===== config.mk =====
export PLATFORM = sky130hd
export DESIGN_NAME = dtc_timer
export DESIGN_NICKNAME = d
export VERILOG_FILES = /design/src/dtc_pkg.sv /design/src/dtc_tap_if.sv /design/src/dtc_timer.sv /design/src/dtc_prescaler.sv /design/src/dtc_counter8.sv
export SDC_FILE = /design/constraint.sdc
export NUM_CORES = 1
export LEC_CHECK = 0
export BUFFER_PORTS_ARGS = -buffer_cell sky130_fd_sc_hd__buf_2
export CORE_AREA = 5 5 150 152
export CTS_CLUSTER_DIAMETER = 40
export CTS_CLUSTER_SIZE = 20
export DETAILED_ROUTE_END_ITERATION = 10
export DIE_AREA = 0 0 155 157
export PLACE_DENSITY = 0.5
export SYNTH_ARGS = -nofsm -noshare
export SYNTH_HDL_FRONTEND = slang
export SYNTH_SLANG_ARGS = --single-unit

===== constraint.sdc =====
create_clock -name pclk -period 4.5 [get_ports pclk]
set_input_delay 1.35 -clock pclk [delete_from_list [all_inputs] [get_ports pclk]]
set_output_delay 1.35 -clock pclk [all_outputs]
set_load 0.02 [all_outputs]

===== src/dtc_pkg.sv =====
// constants for the dual 8-bit timer control block
// assumes an apb slave with 32-bit data, one word per register
package dtc_pkg;
  localparam int unsigned addr_width = 8;
  // register indices; byte address is four times the index
  localparam logic [5:0] idx_lower_control = 6'h1a;
  localparam logic [5:0] idx_upper_control = 6'h1b;
  localparam logic [5:0] idx_lower_period = 6'h1c;
  localparam logic [5:0] idx_lower_pulse_width = 6'h1d;
  localparam logic [5:0] idx_upper_period = 6'h1f;
  localparam logic [5:0] idx_upper_pulse_width = 6'h2f;
  localparam logic [5:0] idx_int_status = 6'h30;
  localparam logic [5:0] idx_int_mask = 6'h31;
  localparam logic [5:0] idx_count = 6'h32;
  localparam logic [5:0] idx_state = 6'h33;
  localparam logic [5:0] idx_config = 6'h34;
  // control field positions
  localparam int unsigned pos_ff = 7;
  localparam int unsigned pos_clk_hi = 6;
  localparam int unsigned pos_clk_lo = 4;
  localparam int unsigned pos_run = 3;
  localparam int unsigned pos_mode_hi = 2;
  // reset values
  localparam logic [6:0] rst_lower_control = 7'h00;
  localparam logic [7:0] rst_upper_control = 8'h00;
  localparam logic [7:0] rst_period = 8'hff;
  localparam logic [7:0] rst_pulse_width = 8'hff;
  // mode codes
  localparam logic [2:0] mode_timer8 = 3'h0;
  localparam logic [2:0] mode_divider8 = 3'h1;
  localparam logic [2:0] mode_pwm8 = 3'h2;
  localparam logic [2:0] mode_cascade = 3'h3;
  localparam logic [2:0] mode_timer16 = 3'h4;
  localparam logic [2:0] mode_warmup = 3'h5;
  localparam logic [2:0] mode_pwm16 = 3'h6;
  // clock select codes
  localparam logic [2:0] clk_slow_tap = 3'h0;
  localparam logic [2:0] clk_fc_div128 = 3'h1;
  localparam logic [2:0] clk_fc_div32 = 3'h2;
  localparam logic [2:0] clk_fc_div8 = 3'h3;
  localparam logic [2:0] clk_fs = 3'h4;
  localparam logic [2:0] clk_fc_div2 = 3'h5;
  localparam logic [2:0] clk_fc = 3'h6;
  // tick vector positions
  localparam int unsigned tap_fc = 0;
  localparam int unsigned tap_fc_div2 = 1;
  localparam int unsigned tap_fc_div8 = 2;
  localparam int unsigned tap_fc_div32 = 3;
  localparam int unsigned tap_fc_div128 = 4;
  localparam int unsigned tap_fc_div2048 = 5;
  localparam int unsigned tap_fs = 6;
  localparam int unsigned tap_fs_div8 = 7;
  localparam int unsigned tap_count = 8;
  localparam int unsigned fc_div_width = 11;
  localparam int unsigned fs_div_width = 3;
  // interrupt bits
  localparam int unsigned int_lower = 0;
  localparam int unsigned int_upper = 1;
  localparam int unsigned int_count = 2;
endpackage


===== src/dtc_tap_if.sv =====
// carrier for the prescaler tick pulses
// assumes every tick is a one-cycle enable on pclk
`timescale 1ns/100ps
`default_nettype none
interface dtc_tap_if;
  logic [dtc_pkg::tap_count-1:0] tick;
  modport source (output tick);
  modport sink (input tick);
endinterface
`default_nettype wire


===== src/dtc_timer.sv =====
// top of the dual 8-bit timer control block with an apb register slave
// assumes low_speed comes from system logic on pclk, fs_pin is asynchronous
`timescale 1ns/100ps
`default_nettype none
// Functional notes
// - lower clock select picks fc/2^11 or fs/2^3 by divider tap, fc/2^7, fc/2^5, fc/2^3, fs, fc/2, fc; 111 reserved.
// - clearing the lower run bit stops and clears the counter, setting it starts counting.
// - lower mode 000 is 8-bit timer, 011 is cascade, other codes reserved.
// - cascade needs lower mode 011, and the 16-bit mode then comes from the upper mode field.
// - in cascade the lower clock select drives the pair while the upper run and flip-flop bits govern it.
// - pulse-width registers may change while running only in 8-bit or 16-bit pwm modes; writes in other modes are not blocked.
// - lower control holds clock select 6-4, run 3, mode 2-0, bit 7 unused, all zero after reset.
// - upper control holds flip-flop 7, clock select 6-4, run 3, mode 2-0, all zero after reset.
// - upper period and pulse-width registers are read-write and reset to all ones.
// - each timer has a control register, a period register and a pulse-width register.
// - upper mode encodes timer, divider, 8-bit pwm, reserved, 16-bit timer, warm-up, 16-bit pwm.
// - in upper modes 1xx the upper count clock is the lower overflow whatever its own select.
module dtc_timer (
  input wire logic pclk,
  input wire logic presetn,
  input wire logic psel,
  input wire logic penable,
  input wire logic pwrite,
  input wire logic [dtc_pkg::addr_width-1:0] paddr,
  input wire logic [31:0] pwdata,
  output logic [31:0] prdata,
  output logic pready,
  output logic pslverr,
  input wire logic fs_pin,
  input wire logic low_speed,
  output logic upper_timer_out,
  output logic irq
);
  // registers
  logic [6:0] lower_timer_control;
  logic [7:0] upper_timer_control;
  logic [7:0] lower_timer_period;
  logic [7:0] lower_timer_pulse_width;
  logic [7:0] upper_timer_period;
  logic [7:0] upper_timer_pulse_width;
  logic [dtc_pkg::int_count-1:0] int_status;
  logic [dtc_pkg::int_count-1:0] int_mask;
  logic divider_tap_select;
  logic upper_run_prev;

  // control fields
  wire [2:0] lower_clock_select = lower_timer_control[dtc_pkg::pos_clk_hi:dtc_pkg::pos_clk_lo];
  wire lower_run_bit = lower_timer_control[dtc_pkg::pos_run];
  wire [2:0] lower_mode_field = lower_timer_control[dtc_pkg::pos_mode_hi:0];
  wire [2:0] upper_clock_select = upper_timer_control[dtc_pkg::pos_clk_hi:dtc_pkg::pos_clk_lo];
  wire upper_run_bit = upper_timer_control[dtc_pkg::pos_run];
  wire [2:0] upper_mode_field = upper_timer_control[dtc_pkg::pos_mode_hi:0];
  wire upper_output_flipflop_ctl = upper_timer_control[dtc_pkg::pos_ff];

  // apb decode
  wire [5:0] word_index = paddr[dtc_pkg::addr_width-1:2];
  wire aligned = (paddr[1:0] == 2'h0);
  wire hit_lower_control = aligned && (word_index == dtc_pkg::idx_lower_control);
  wire hit_upper_control = aligned && (word_index == dtc_pkg::idx_upper_control);
  wire hit_lower_period = aligned && (word_index == dtc_pkg::idx_lower_period);
  wire hit_lower_pulse = aligned && (word_index == dtc_pkg::idx_lower_pulse_width);
  wire hit_upper_period = aligned && (word_index == dtc_pkg::idx_upper_period);
  wire hit_upper_pulse = aligned && (word_index == dtc_pkg::idx_upper_pulse_width);
  wire hit_int_status = aligned && (word_index == dtc_pkg::idx_int_status);
  wire hit_int_mask = aligned && (word_index == dtc_pkg::idx_int_mask);
  wire hit_count = aligned && (word_index == dtc_pkg::idx_count);
  wire hit_state = aligned && (word_index == dtc_pkg::idx_state);
  wire hit_config = aligned && (word_index == dtc_pkg::idx_config);
  wire mapped = hit_lower_control | hit_upper_control | hit_lower_period | hit_lower_pulse |
                hit_upper_period | hit_upper_pulse | hit_int_status | hit_int_mask |
                hit_count | hit_state | hit_config;
  wire setup_phase = psel & ~penable;
  wire access_phase = psel & penable;
  wire wr = access_phase & pwrite & mapped;

  // zero-wait slave; read data is captured in the setup cycle
  assign pready = 1'b1;
  assign pslverr = access_phase & ~mapped;

  // prescaler taps
  dtc_tap_if taps ();

  dtc_prescaler prescaler (
    .pclk(pclk),
    .presetn(presetn),
    .fs_pin(fs_pin),
    .taps(taps.source)
  );

  // tick selection per clock-select code, divider tap and power mode
  function automatic logic pick_tick(input logic [2:0] sel, input logic dv, input logic slow,
                                     input logic [dtc_pkg::tap_count-1:0] t);
    logic r;
    r = 1'b0;
    unique case (sel)
      dtc_pkg::clk_slow_tap: r = (dv | slow) ? t[dtc_pkg::tap_fs_div8] : t[dtc_pkg::tap_fc_div2048];
      dtc_pkg::clk_fc_div128: r = ~slow & t[dtc_pkg::tap_fc_div128];
      dtc_pkg::clk_fc_div32: r = ~slow & t[dtc_pkg::tap_fc_div32];
      dtc_pkg::clk_fc_div8: r = ~slow & t[dtc_pkg::tap_fc_div8];
      dtc_pkg::clk_fs: r = t[dtc_pkg::tap_fs];
      dtc_pkg::clk_fc_div2: r = ~slow & t[dtc_pkg::tap_fc_div2];
      dtc_pkg::clk_fc: r = t[dtc_pkg::tap_fc];
      default: r = 1'b0;
    endcase
    return r;
  endfunction

  // taps that low-speed modes do not offer stay silent there
  wire lower_tick = pick_tick(lower_clock_select, divider_tap_select, low_speed, taps.tick);
  wire upper_own_tick = pick_tick(upper_clock_select, divider_tap_select, low_speed, taps.tick);

  // mode decode
  wire upper_wide = upper_mode_field[2];
  wire cascade = (lower_mode_field == dtc_pkg::mode_cascade) && upper_wide;
  wire lower_timer8 = (lower_mode_field == dtc_pkg::mode_timer8);
  wire upper_pwm8 = (upper_mode_field == dtc_pkg::mode_pwm8);
  wire upper_pwm16 = (upper_mode_field == dtc_pkg::mode_pwm16);
  wire upper_divider = (upper_mode_field == dtc_pkg::mode_divider8);
  wire upper_warmup = (upper_mode_field == dtc_pkg::mode_warmup);
  wire upper_timer16 = (upper_mode_field == dtc_pkg::mode_timer16);
  wire upper_narrow_count = ~upper_wide && ~upper_pwm8 &&
                            (upper_mode_field != dtc_pkg::mode_cascade);

  // in cascade the upper run bit governs both halves
  wire lower_run = cascade ? upper_run_bit : (lower_run_bit & lower_timer8);
  wire upper_run = upper_run_bit & (~upper_wide | cascade);

  logic [7:0] lower_count;
  logic [7:0] upper_count;
  logic lower_carry;
  logic upper_carry;

  // compare logic
  wire [15:0] count16 = {upper_count, lower_count};
  wire [15:0] period16 = {upper_timer_period, lower_timer_period};
  wire [15:0] pulse16 = {upper_timer_pulse_width, lower_timer_pulse_width};
  // warm-up matches the high byte when the low byte is all ones; the low byte runs free
  wire match16 = upper_warmup ? ((upper_count == upper_timer_period) && (&lower_count))
                              : (count16 == period16);
  // a stopped pair with period zero must not raise events
  wire hit16 = cascade && upper_run && lower_tick && (upper_timer16 || upper_warmup) && match16;
  wire lower_hit8 = ~cascade && lower_run && lower_tick && (lower_count == lower_timer_period);
  wire upper_hit8 = upper_narrow_count && upper_run && upper_own_tick &&
                    (upper_count == upper_timer_period);
  wire pwm8_hit = upper_pwm8 && upper_run && upper_own_tick && (upper_count == upper_timer_pulse_width);
  wire pwm16_hit = cascade && upper_pwm16 && lower_tick && (count16 == pulse16);
  wire pwm16_wrap = cascade && upper_pwm16 && upper_carry;
  wire pwm8_wrap = upper_pwm8 && upper_carry;

  // lower overflow clocks the upper half in 16-bit modes
  wire upper_tick = upper_wide ? (lower_carry | hit16) : upper_own_tick;
  wire upper_clear = upper_wide ? hit16 : upper_hit8;
  wire lower_clear = cascade ? hit16 : lower_hit8;

  dtc_counter8 #(
    .width(8)
  ) lower_counter (
    .pclk(pclk),
    .presetn(presetn),
    .run(lower_run),
    .tick(lower_tick),
    .clear(lower_clear),
    .count(lower_count),
    .carry(lower_carry)
  );

  dtc_counter8 #(
    .width(8)
  ) upper_counter (
    .pclk(pclk),
    .presetn(presetn),
    .run(upper_run),
    .tick(upper_tick),
    .clear(upper_clear),
    .count(upper_count),
    .carry(upper_carry)
  );

  // interrupt events
  wire lower_event = lower_hit8;
  wire upper_event = upper_hit8 | hit16 | pwm8_wrap | pwm16_wrap;
  wire [dtc_pkg::int_count-1:0] int_set = {upper_event, lower_event};
  wire [dtc_pkg::int_count-1:0] int_clear = (wr && hit_int_status) ?
                                            pwdata[dtc_pkg::int_count-1:0] : '0;
  assign irq = |(int_status & int_mask);

  // read mux
  logic [31:0] read_value;
  always_comb
  begin
    read_value = 32'h0000_0000;
    if (hit_lower_control)
      read_value = {25'h0, lower_timer_control};
    else if (hit_upper_control)
      read_value = {24'h0, upper_timer_control};
    else if (hit_lower_period)
      read_value = {24'h0, lower_timer_period};
    else if (hit_lower_pulse)
      read_value = {24'h0, lower_timer_pulse_width};
    else if (hit_upper_period)
      read_value = {24'h0, upper_timer_period};
    else if (hit_upper_pulse)
      read_value = {24'h0, upper_timer_pulse_width};
    else if (hit_int_status)
      read_value = {30'h0, int_status};
    else if (hit_int_mask)
      read_value = {30'h0, int_mask};
    else if (hit_count)
      read_value = {16'h0, count16};
    else if (hit_state)
      read_value = {28'h0, cascade, upper_run, lower_run, upper_timer_out};
    else if (hit_config)
      read_value = {31'h0, divider_tap_select};
  end

  always_ff @(posedge pclk or negedge presetn)
  begin
    if (!presetn)
      prdata <= 32'h0000_0000;
    else if (setup_phase && !pwrite)
      prdata <= read_value;
  end

  // register writes; no write is blocked while running, software keeps that discipline
  always_ff @(posedge pclk or negedge presetn)
  begin
    if (!presetn)
    begin
      lower_timer_control <= dtc_pkg::rst_lower_control;
      upper_timer_control <= dtc_pkg::rst_upper_control;
      lower_timer_period <= dtc_pkg::rst_period;
      lower_timer_pulse_width <= dtc_pkg::rst_pulse_width;
      upper_timer_period <= dtc_pkg::rst_period;
      upper_timer_pulse_width <= dtc_pkg::rst_pulse_width;
      int_mask <= '0;
      divider_tap_select <= 1'b0;
    end
    else if (wr)
    begin
      if (hit_lower_control)
        lower_timer_control <= pwdata[6:0];
      if (hit_upper_control)
        upper_timer_control <= pwdata[7:0];
      if (hit_lower_period)
        lower_timer_period <= pwdata[7:0];
      if (hit_lower_pulse)
        lower_timer_pulse_width <= pwdata[7:0];
      if (hit_upper_period)
        upper_timer_period <= pwdata[7:0];
      if (hit_upper_pulse)
        upper_timer_pulse_width <= pwdata[7:0];
      if (hit_int_mask)
        int_mask <= pwdata[dtc_pkg::int_count-1:0];
      if (hit_config)
        divider_tap_select <= pwdata[0];
    end
  end

  // sticky status: a new event wins over a clear in the same cycle
  always_ff @(posedge pclk or negedge presetn)
  begin
    if (!presetn)
      int_status <= '0;
    else
      int_status <= (int_status & ~int_clear) | int_set;
  end

  // output flip-flop follows the upper flip-flop bit, also in cascade
  wire upper_start = upper_run && !upper_run_prev;
  logic next_out;
  always_comb
  begin
    next_out = upper_timer_out;
    if (upper_start)
      next_out = upper_output_flipflop_ctl;
    else if (upper_run && upper_divider && upper_hit8)
      next_out = ~upper_timer_out;
    else if (upper_run && (pwm8_hit || pwm16_hit))
      next_out = ~upper_output_flipflop_ctl;
    else if (upper_run && (pwm8_wrap || pwm16_wrap))
      next_out = upper_output_flipflop_ctl;
  end

  // the pin holds its level when stopped
  always_ff @(posedge pclk or negedge presetn)
  begin
    if (!presetn)
    begin
      upper_timer_out <= 1'b0;
      upper_run_prev <= 1'b0;
    end
    else
    begin
      upper_timer_out <= next_out;
      upper_run_prev <= upper_run;
    end
  end
endmodule
`default_nettype wire


===== src/dtc_prescaler.sv =====
// prescaler: fc taps from pclk, fs taps from a synchronised pin
// assumes fs is far slower than pclk
`timescale 1ns/100ps
`default_nettype none
module dtc_prescaler (
  input wire logic pclk,
  input wire logic presetn,
  input wire logic fs_pin,
  dtc_tap_if.source taps
);
  logic [dtc_pkg::fc_div_width-1:0] fc_div;
  logic [dtc_pkg::fs_div_width-1:0] fs_div;
  logic fs_meta;
  logic fs_sync;
  logic fs_prev;
  wire fs_rise = fs_sync & ~fs_prev;

  always_ff @(posedge pclk or negedge presetn)
  begin
    if (!presetn)
    begin
      fc_div <= '0;
      fs_div <= '0;
      fs_meta <= 1'b0;
      fs_sync <= 1'b0;
      fs_prev <= 1'b0;
    end
    else
    begin
      fc_div <= fc_div + 1'b1;
      fs_meta <= fs_pin;
      fs_sync <= fs_meta;
      fs_prev <= fs_sync;
      if (fs_rise)
        fs_div <= fs_div + 1'b1;
    end
  end

  // a tap of fc/2^n fires when the low n divider bits are all ones
  assign taps.tick[dtc_pkg::tap_fc] = 1'b1;
  assign taps.tick[dtc_pkg::tap_fc_div2] = &fc_div[0:0];
  assign taps.tick[dtc_pkg::tap_fc_div8] = &fc_div[2:0];
  assign taps.tick[dtc_pkg::tap_fc_div32] = &fc_div[4:0];
  assign taps.tick[dtc_pkg::tap_fc_div128] = &fc_div[6:0];
  assign taps.tick[dtc_pkg::tap_fc_div2048] = &fc_div[10:0];
  assign taps.tick[dtc_pkg::tap_fs] = fs_rise;
  assign taps.tick[dtc_pkg::tap_fs_div8] = fs_rise & (&fs_div);
endmodule
`default_nettype wire


===== src/dtc_counter8.sv =====
// 8-bit up-counter with clear on stop and clear on match
// assumes tick is a one-cycle enable on pclk
`timescale 1ns/100ps
`default_nettype none
module dtc_counter8 #(
  parameter int unsigned width = 8
) (
  input wire logic pclk,
  input wire logic presetn,
  input wire logic run,
  input wire logic tick,
  input wire logic clear,
  output logic [width-1:0] count,
  output logic carry
);
  // carry feeds the upper counter in cascade
  assign carry = run & tick & ~clear & (&count);

  always_ff @(posedge pclk or negedge presetn)
  begin
    if (!presetn)
      count <= '0;
    else if (!run)
      count <= '0;
    else if (tick)
      count <= clear ? '0 : count + 1'b1;
  end
endmodule
`default_nettype wire


======== After elaboration in Yosys (flattened, before gate mapping) ========
Index checks and enable logic that the tools add are counted.
storage, ports and cells
  bits in registers ....................... 119
  bits of input ports ..................... 47
  output and inout bits ................... 36
  word-level logic and storage cells ...... 206
operators by class
  $add $sub $neg .......................... 4
  eq/ne operators ......................... 37
  muxes and demuxes ....................... 30
  bitwise logic cells ..................... 50
  reduce and logical (&&, ||, !) cells .... 66
operators by type and width
  cell                                                                   count
  16-bit two-way mux                                                     9
  8-bit two-way mux                                                      6
  1-bit logical AND                                                      40
  6-bit equality test, second input constant                             6
  16-bit equality test                                                   2
  6-bit by 5-bit equality test with 1-bit output, second input constant  5
  3-bit equality test, second input constant                             9
  8-bit equality test                                                    3
  1-bit AND                                                              19
  3-bit by 2-bit equality test with 1-bit output, second input constant  6
  8-bit by 1-bit adder with 8-bit output, second input constant          2
  1-bit OR                                                               16
  2-bit AND reduction                                                    8
  8-bit AND reduction                                                    2
  1-bit one-hot mux with 7 select lines                                  2
  11-bit by 1-bit adder with 11-bit output, second input constant        1
  1-bit two-way mux                                                      11
  1-bit NOT                                                              11
  11-bit AND reduction                                                   1
  3-bit by 1-bit equality test with 1-bit output, second input constant  3
  3-bit logical NOT                                                      3
  7-bit AND reduction                                                    1
  3-bit AND reduction                                                    2
  5-bit AND reduction                                                    1
  13 further kinds                                                       18

======== Longest topological paths before layout ========
  depth after elaboration ................. 24
  mapped depth ............................ 11
  mapped depth without buffers ............ 10

======== By module ========
A second synthesis with hierarchy kept.
second synthesis, totals
  cell total of the unflattened synthesis .. 582
  area, all modules ....................... 5926.9 um2
by module, submodules not included
  module         times used  cells an instance  area an instance (um2)  seq. area each (um2)
  dtc_timer      1           431                4299.1                  1791.7
  dtc_counter8   2           48                 452.9                   200.2
  dtc_prescaler  1           55                 721.9                   425.4

======== Worst setup path after synthesis ========
No wires, ideal clock.
  path kind ............................... in2out
  from .................................... input port paddr[4] in the netlist's numbering
  to ...................................... output port pslverr
  arrival ................................. 2963 ps
  required time ........................... 3150 ps
  path slack .............................. 187 ps
  stages .................................. 7
  buffers on the path ..................... 2
  cells stage by stage .................... buf_2 nand4b_1 or2_1 clkbuf_1 a21oi_1 a311oi_1 nor4b_1
on the way
  word-level cells in the longest chain between the ends .. 14
  elaborated cells between the ends (all ways) .. 34
  those cells by class .................... eq/ne (11); bitwise (12); reduce/logical (11)
ends and longest elaborated chain
  what                                                               line                              text
  from (decl)                                                        dtc_timer.sv:24                   input wire logic [dtc_pkg::addr_width-1:0] paddr,
  6-bit by 5-bit equality test with 1-bit output (on tied branches)  dtc_timer.sv:58, dtc_timer.sv:59
  1-bit logical AND (on tied branches)                               dtc_timer.sv:58, dtc_timer.sv:59
  1-bit OR (4 in a row)                                              dtc_timer.sv:69                   wire mapped = hit_lower_control | hit_upper_control | hit_lower_period | hit_lower_pulse |
  1-bit OR (4 in a row)                                              dtc_timer.sv:70                   hit_upper_period | hit_upper_pulse | hit_int_status | hit_int_mask |
  1-bit OR                                                           dtc_timer.sv:71                   hit_count | hit_state | hit_config;
  1-bit OR *                                                         dtc_timer.sv:71
  1-bit NOT *                                                        dtc_timer.sv:78                   assign pslverr = access_phase & ~mapped;
  1-bit AND *                                                        dtc_timer.sv:78
  to (decl)                                                          dtc_timer.sv:28                   output logic pslverr,
Every way passes the cells marked *; elsewhere a longest branch is shown, timed or not.

======== Worst setup path after layout ========
Same ends and word-level chain as after synthesis.

==> results.md <==
* Outcome: complete, no violations
* Flop2flop setup slack at approximately 1.3 ns
* PostCTS Resize Cnt at 0
* Via/cell ratio at 5.15
* ANT cells at 0
* Clk_skew at 0.00921 ns
* Largest net degree at the start of global routing at 82
* Critical Path, Cell by Cell: buf_2, nand4b_1, or2_1, a21oi_1, a311oi_1, nor4b_1, buf_2
* Measured slew at the worst slew-check pin at 1.05 ns
* Synth Flop Type: dfrtp_1
* DRT antenna net count at 0
* R2r endpoint: upper_counter.count[6]
* Clk_lat worst skew at between 0.3 and 0.4 ns
* Overall Global Routing Usage at ~14%
* Detailed Route Iter0 Violations at 309
* Warnings from Yosys at 0
* Worst R2R Start: prescaler.fc_div[0]
* Peak supply drop at roughly 0.2 mV
* Seq/Total Area, Yosys at between 40% and 50%
* Max-slew headroom at 30.3%
* DP HPWL at 12300 um
* Minimum clock period at about 4.1 ns
* First-pass GRT wire length at between 20000 and 30000 um
* Cell depth of the worst setup path at 7
* Starting Density at 28.7%
* Routability Congestion at about 0.9
* Top cells by area, synth: dfrtp_1, dfstp_2, mux2_2, xor2_1, nand2_1
* Fin. Hold Viols at 0
* Root Buffer: clkbuf_16
* Multiplexer share of the synthesized area at 11.2%
* Async S/R FF share, synth at 100%
* Post-route cell area at 0.00668 sq mm
* IO Pins at 83
* DR WL/cell at 18.7 um
* Die area at ~0.024 sq mm
* Vias in the first global route at 4478
* CP dominant cell by count: buf_2
* Yosys reg bits at 103
* CP endpoint kind: output port
* Nets at 642
* Hold Startpoint: prescaler.fs_meta
* Largest family of logic cells by synthesized area: simple AND/OR/NAND/NOR gates
* Fin crit share at 91.7%
* TNS Setup at 0 ns
* Post-CTS setup buffers at 0
* Largest area contributor in the netlist: dfrtp_1
* Number of synthesized flops with an enable pin at 0
* Post-synth top area share at 29.6%
* Seq. cell area at approximately 0.0026 sq mm
* P_leak at 3.01 nW
* I/O Buffers at 41
* Critical path type: input port to output port
* Mapped Cells at 560
* Post-synth cell types at 73
* R2R depth at 10
* Post-Route WL at 16200 um
* Total Power at 0.00193 W
* Crit path largest cell delay at 0.25 ns
* Cell Pwr Density at 288 mW/mm^2
* Synth Area in Simple Gates at 17.8%
* Crit path to: pslverr
* Layout cell share with drive strength beyond 1 at 29.7%
* Multi-input gate area at 0.00310 sq mm
* Synth Area in Compound Gates at 13.7%
* Hold Buf Count CTS at 0
* Final number of max-transition violations at 0
* CP Data Required Time at 3.15 ns
* Worst Hold Class: register to register
* Inserted Clock Buffers at 9
* Mapped Area at 0.00600 sq mm
* FP Rows at 53
* Highest-delay cell along the critical path: or2_1
* Post-Synth Adder-Cell Area at 1.46%
* Initial antenna violation count at 0
* Dpl cell area at ~0.0064 sq mm
* Fmax at between 200 and 250 MHz
* GR Overflow Total at 0
* Die H at 157 um
* Sink Count at a little over 100
* TritonCTS clock tree: built
* Die W at 155 um
* Max cap viols at 0
* Worst path top cell family by delay: simple AND/OR/NAND/NOR gates
* CORE AREA at 0.0209 sq mm
* RSZ-0062 raised after global routing: no
* H-tree Lvls at 3
* Final setup violation count at 0
* Max Buffers Root-to-Sink at 2
* Area Growth Syn to Fin at 11.2%
* Post-synthesis xor/xnor area fraction at 6.27%
* TritonRoute pass-1 iters at 5
* Worst setup path startpoint: paddr[4]
* CP bufs+invs at 2
* Critical Path AT at between 2 and 3 ns
* Fillers at 2153
* Via count at between 4000 and 5000
* Worst-path fanout max at 9
* Register clock-pin slew on the reported worst setup and hold paths at ~0.07 ns
* Worst Setup Start Kind: input port
* Post-Syn Area per Cell at 10.7 sq um
* Residual DRC at 0
## placed cells by master (no fill, tap or decap), types with 7 or more instances in the layout
cell / n
nand3_1: 14
clkbuf_16: 9
nand4_1: 9
a22oi_1: 7
nor4_1: 8
xor2_1: 30
nor3_1: 11
ha_1: 7
nand2_1: 41
buf_4: 9
o21ai_0: 22
and3_1: 11
nor2_1: 22
dfstp_2: 32
conb_1: 17
mux2_2: 53
a22o_1: 12
a21oi_1: 17
inv_1: 12
buf_2: 40
dfrtp_1: 71
xnor2_1: 13
a21o_1: 8
## worst min path at each step
stage,end,slack [ns],cells after the start
after floorplan,prescaler.fs_sync,0.33,0
after global placement,prescaler.fs_sync,0.34,0
after detailed placement,prescaler.fs_sync,0.34,0
after CTS,prescaler.fs_sync,0.36,0
after global routing,prescaler.fs_sync,0.38,0
final,prescaler.fs_sync,0.36,0
## power breakdown
group          internal (W)  switching [W]
clock              0.000453       0.000357
combinational     0.0000489      0.0000933
sequential         0.000953      0.0000195
total               0.00146       0.000470
## cells in the mapped netlist, types with 6 or more instances
cell type / instances
a211oi_1: 6
a21o_1: 8
a21oi_1: 17
a22o_1: 12
a22oi_1: 7
and3_1: 11
buf_2: 13
buf_4: 19
clkbuf_1: 9
dfrtp_1: 71
dfstp_2: 32
ha_1: 7
inv_1: 12
mux2_2: 53
nand2_1: 41
nand3_1: 14
nand4_1: 9
nor2_1: 22
nor2b_1: 6
nor3_1: 11
nor4_1: 8
o21ai_0: 22
xnor2_1: 13
xor2_1: 30
## per-layer routing
metal	global-route usage, %	wire [um]	vias to the layer above	share of wire, %
li1	-	-	2081	-
met3	3.27	1080	29	6.7
met5	0	0	-	0
met1	18.7	7370	2193	45
met2	21.1	7310	167	45
met4	5.05	489	0	3.0
## registers in the layout, summed over array words and instances (netlist names)
name and flops:
divider_tap_select 1, int_mask 2, int_status 2, lower_counter.count 8
lower_timer_control 7, lower_timer_period 8, lower_timer_pulse_width 8, prdata 16
prescaler.fc_div 11, prescaler.fs_div 3, prescaler.fs_meta 1, prescaler.fs_prev 1
prescaler.fs_sync 1, upper_counter.count 8, upper_run_prev 1, upper_timer_control 8
upper_timer_out 1, upper_timer_period 8, upper_timer_pulse_width 8
## area by class of cell
type | instances | share of cell area [%]
timing repair buffer | 49 | 4.01
clock inverter | 5 | 0.974
clock buffer | 11 | 3.64
multi-input combinational | 413 | 46.4
inverter | 12 | 0.675
tap | 275 | 5.15
sequential | 103 | 39.2
## kinds of logic after synthesis
family	after synthesis
buffers and inverters	59
AND/OR/NAND/NOR	174
multiplexers	58
other	2
adder cells (fa/ha/maj)	7
AO/OA/AOI/OAI	114
XOR/XNOR	43
flip-flops	103
## worst reg2reg max path: stages (launching register included)
cell      delay [ns]
dfrtp_1         0.44
ha_1            0.25
and3_1          0.20
ha_1            0.23
nand3b_1        0.09
a21oi_1         0.06
a211oi_1        0.56
a21oi_1         0.17
o221ai_2        0.62
nor4b_1         0.14
a211o_1         0.29
## stage by stage
step	cells	util, %	hold slack, ns	worst slack [ns]
detailed placement	852	30.5	0.336	0.396
global placement	852	30.5	0.342	0.450
CTS	868	32.0	0.363	0.393
finish	868	32.0	0.357	0.374
floorplan	575	-	0.331	0.187
global route	868	32.0	0.384	0.241
Power figures use the tool's default switching activity.
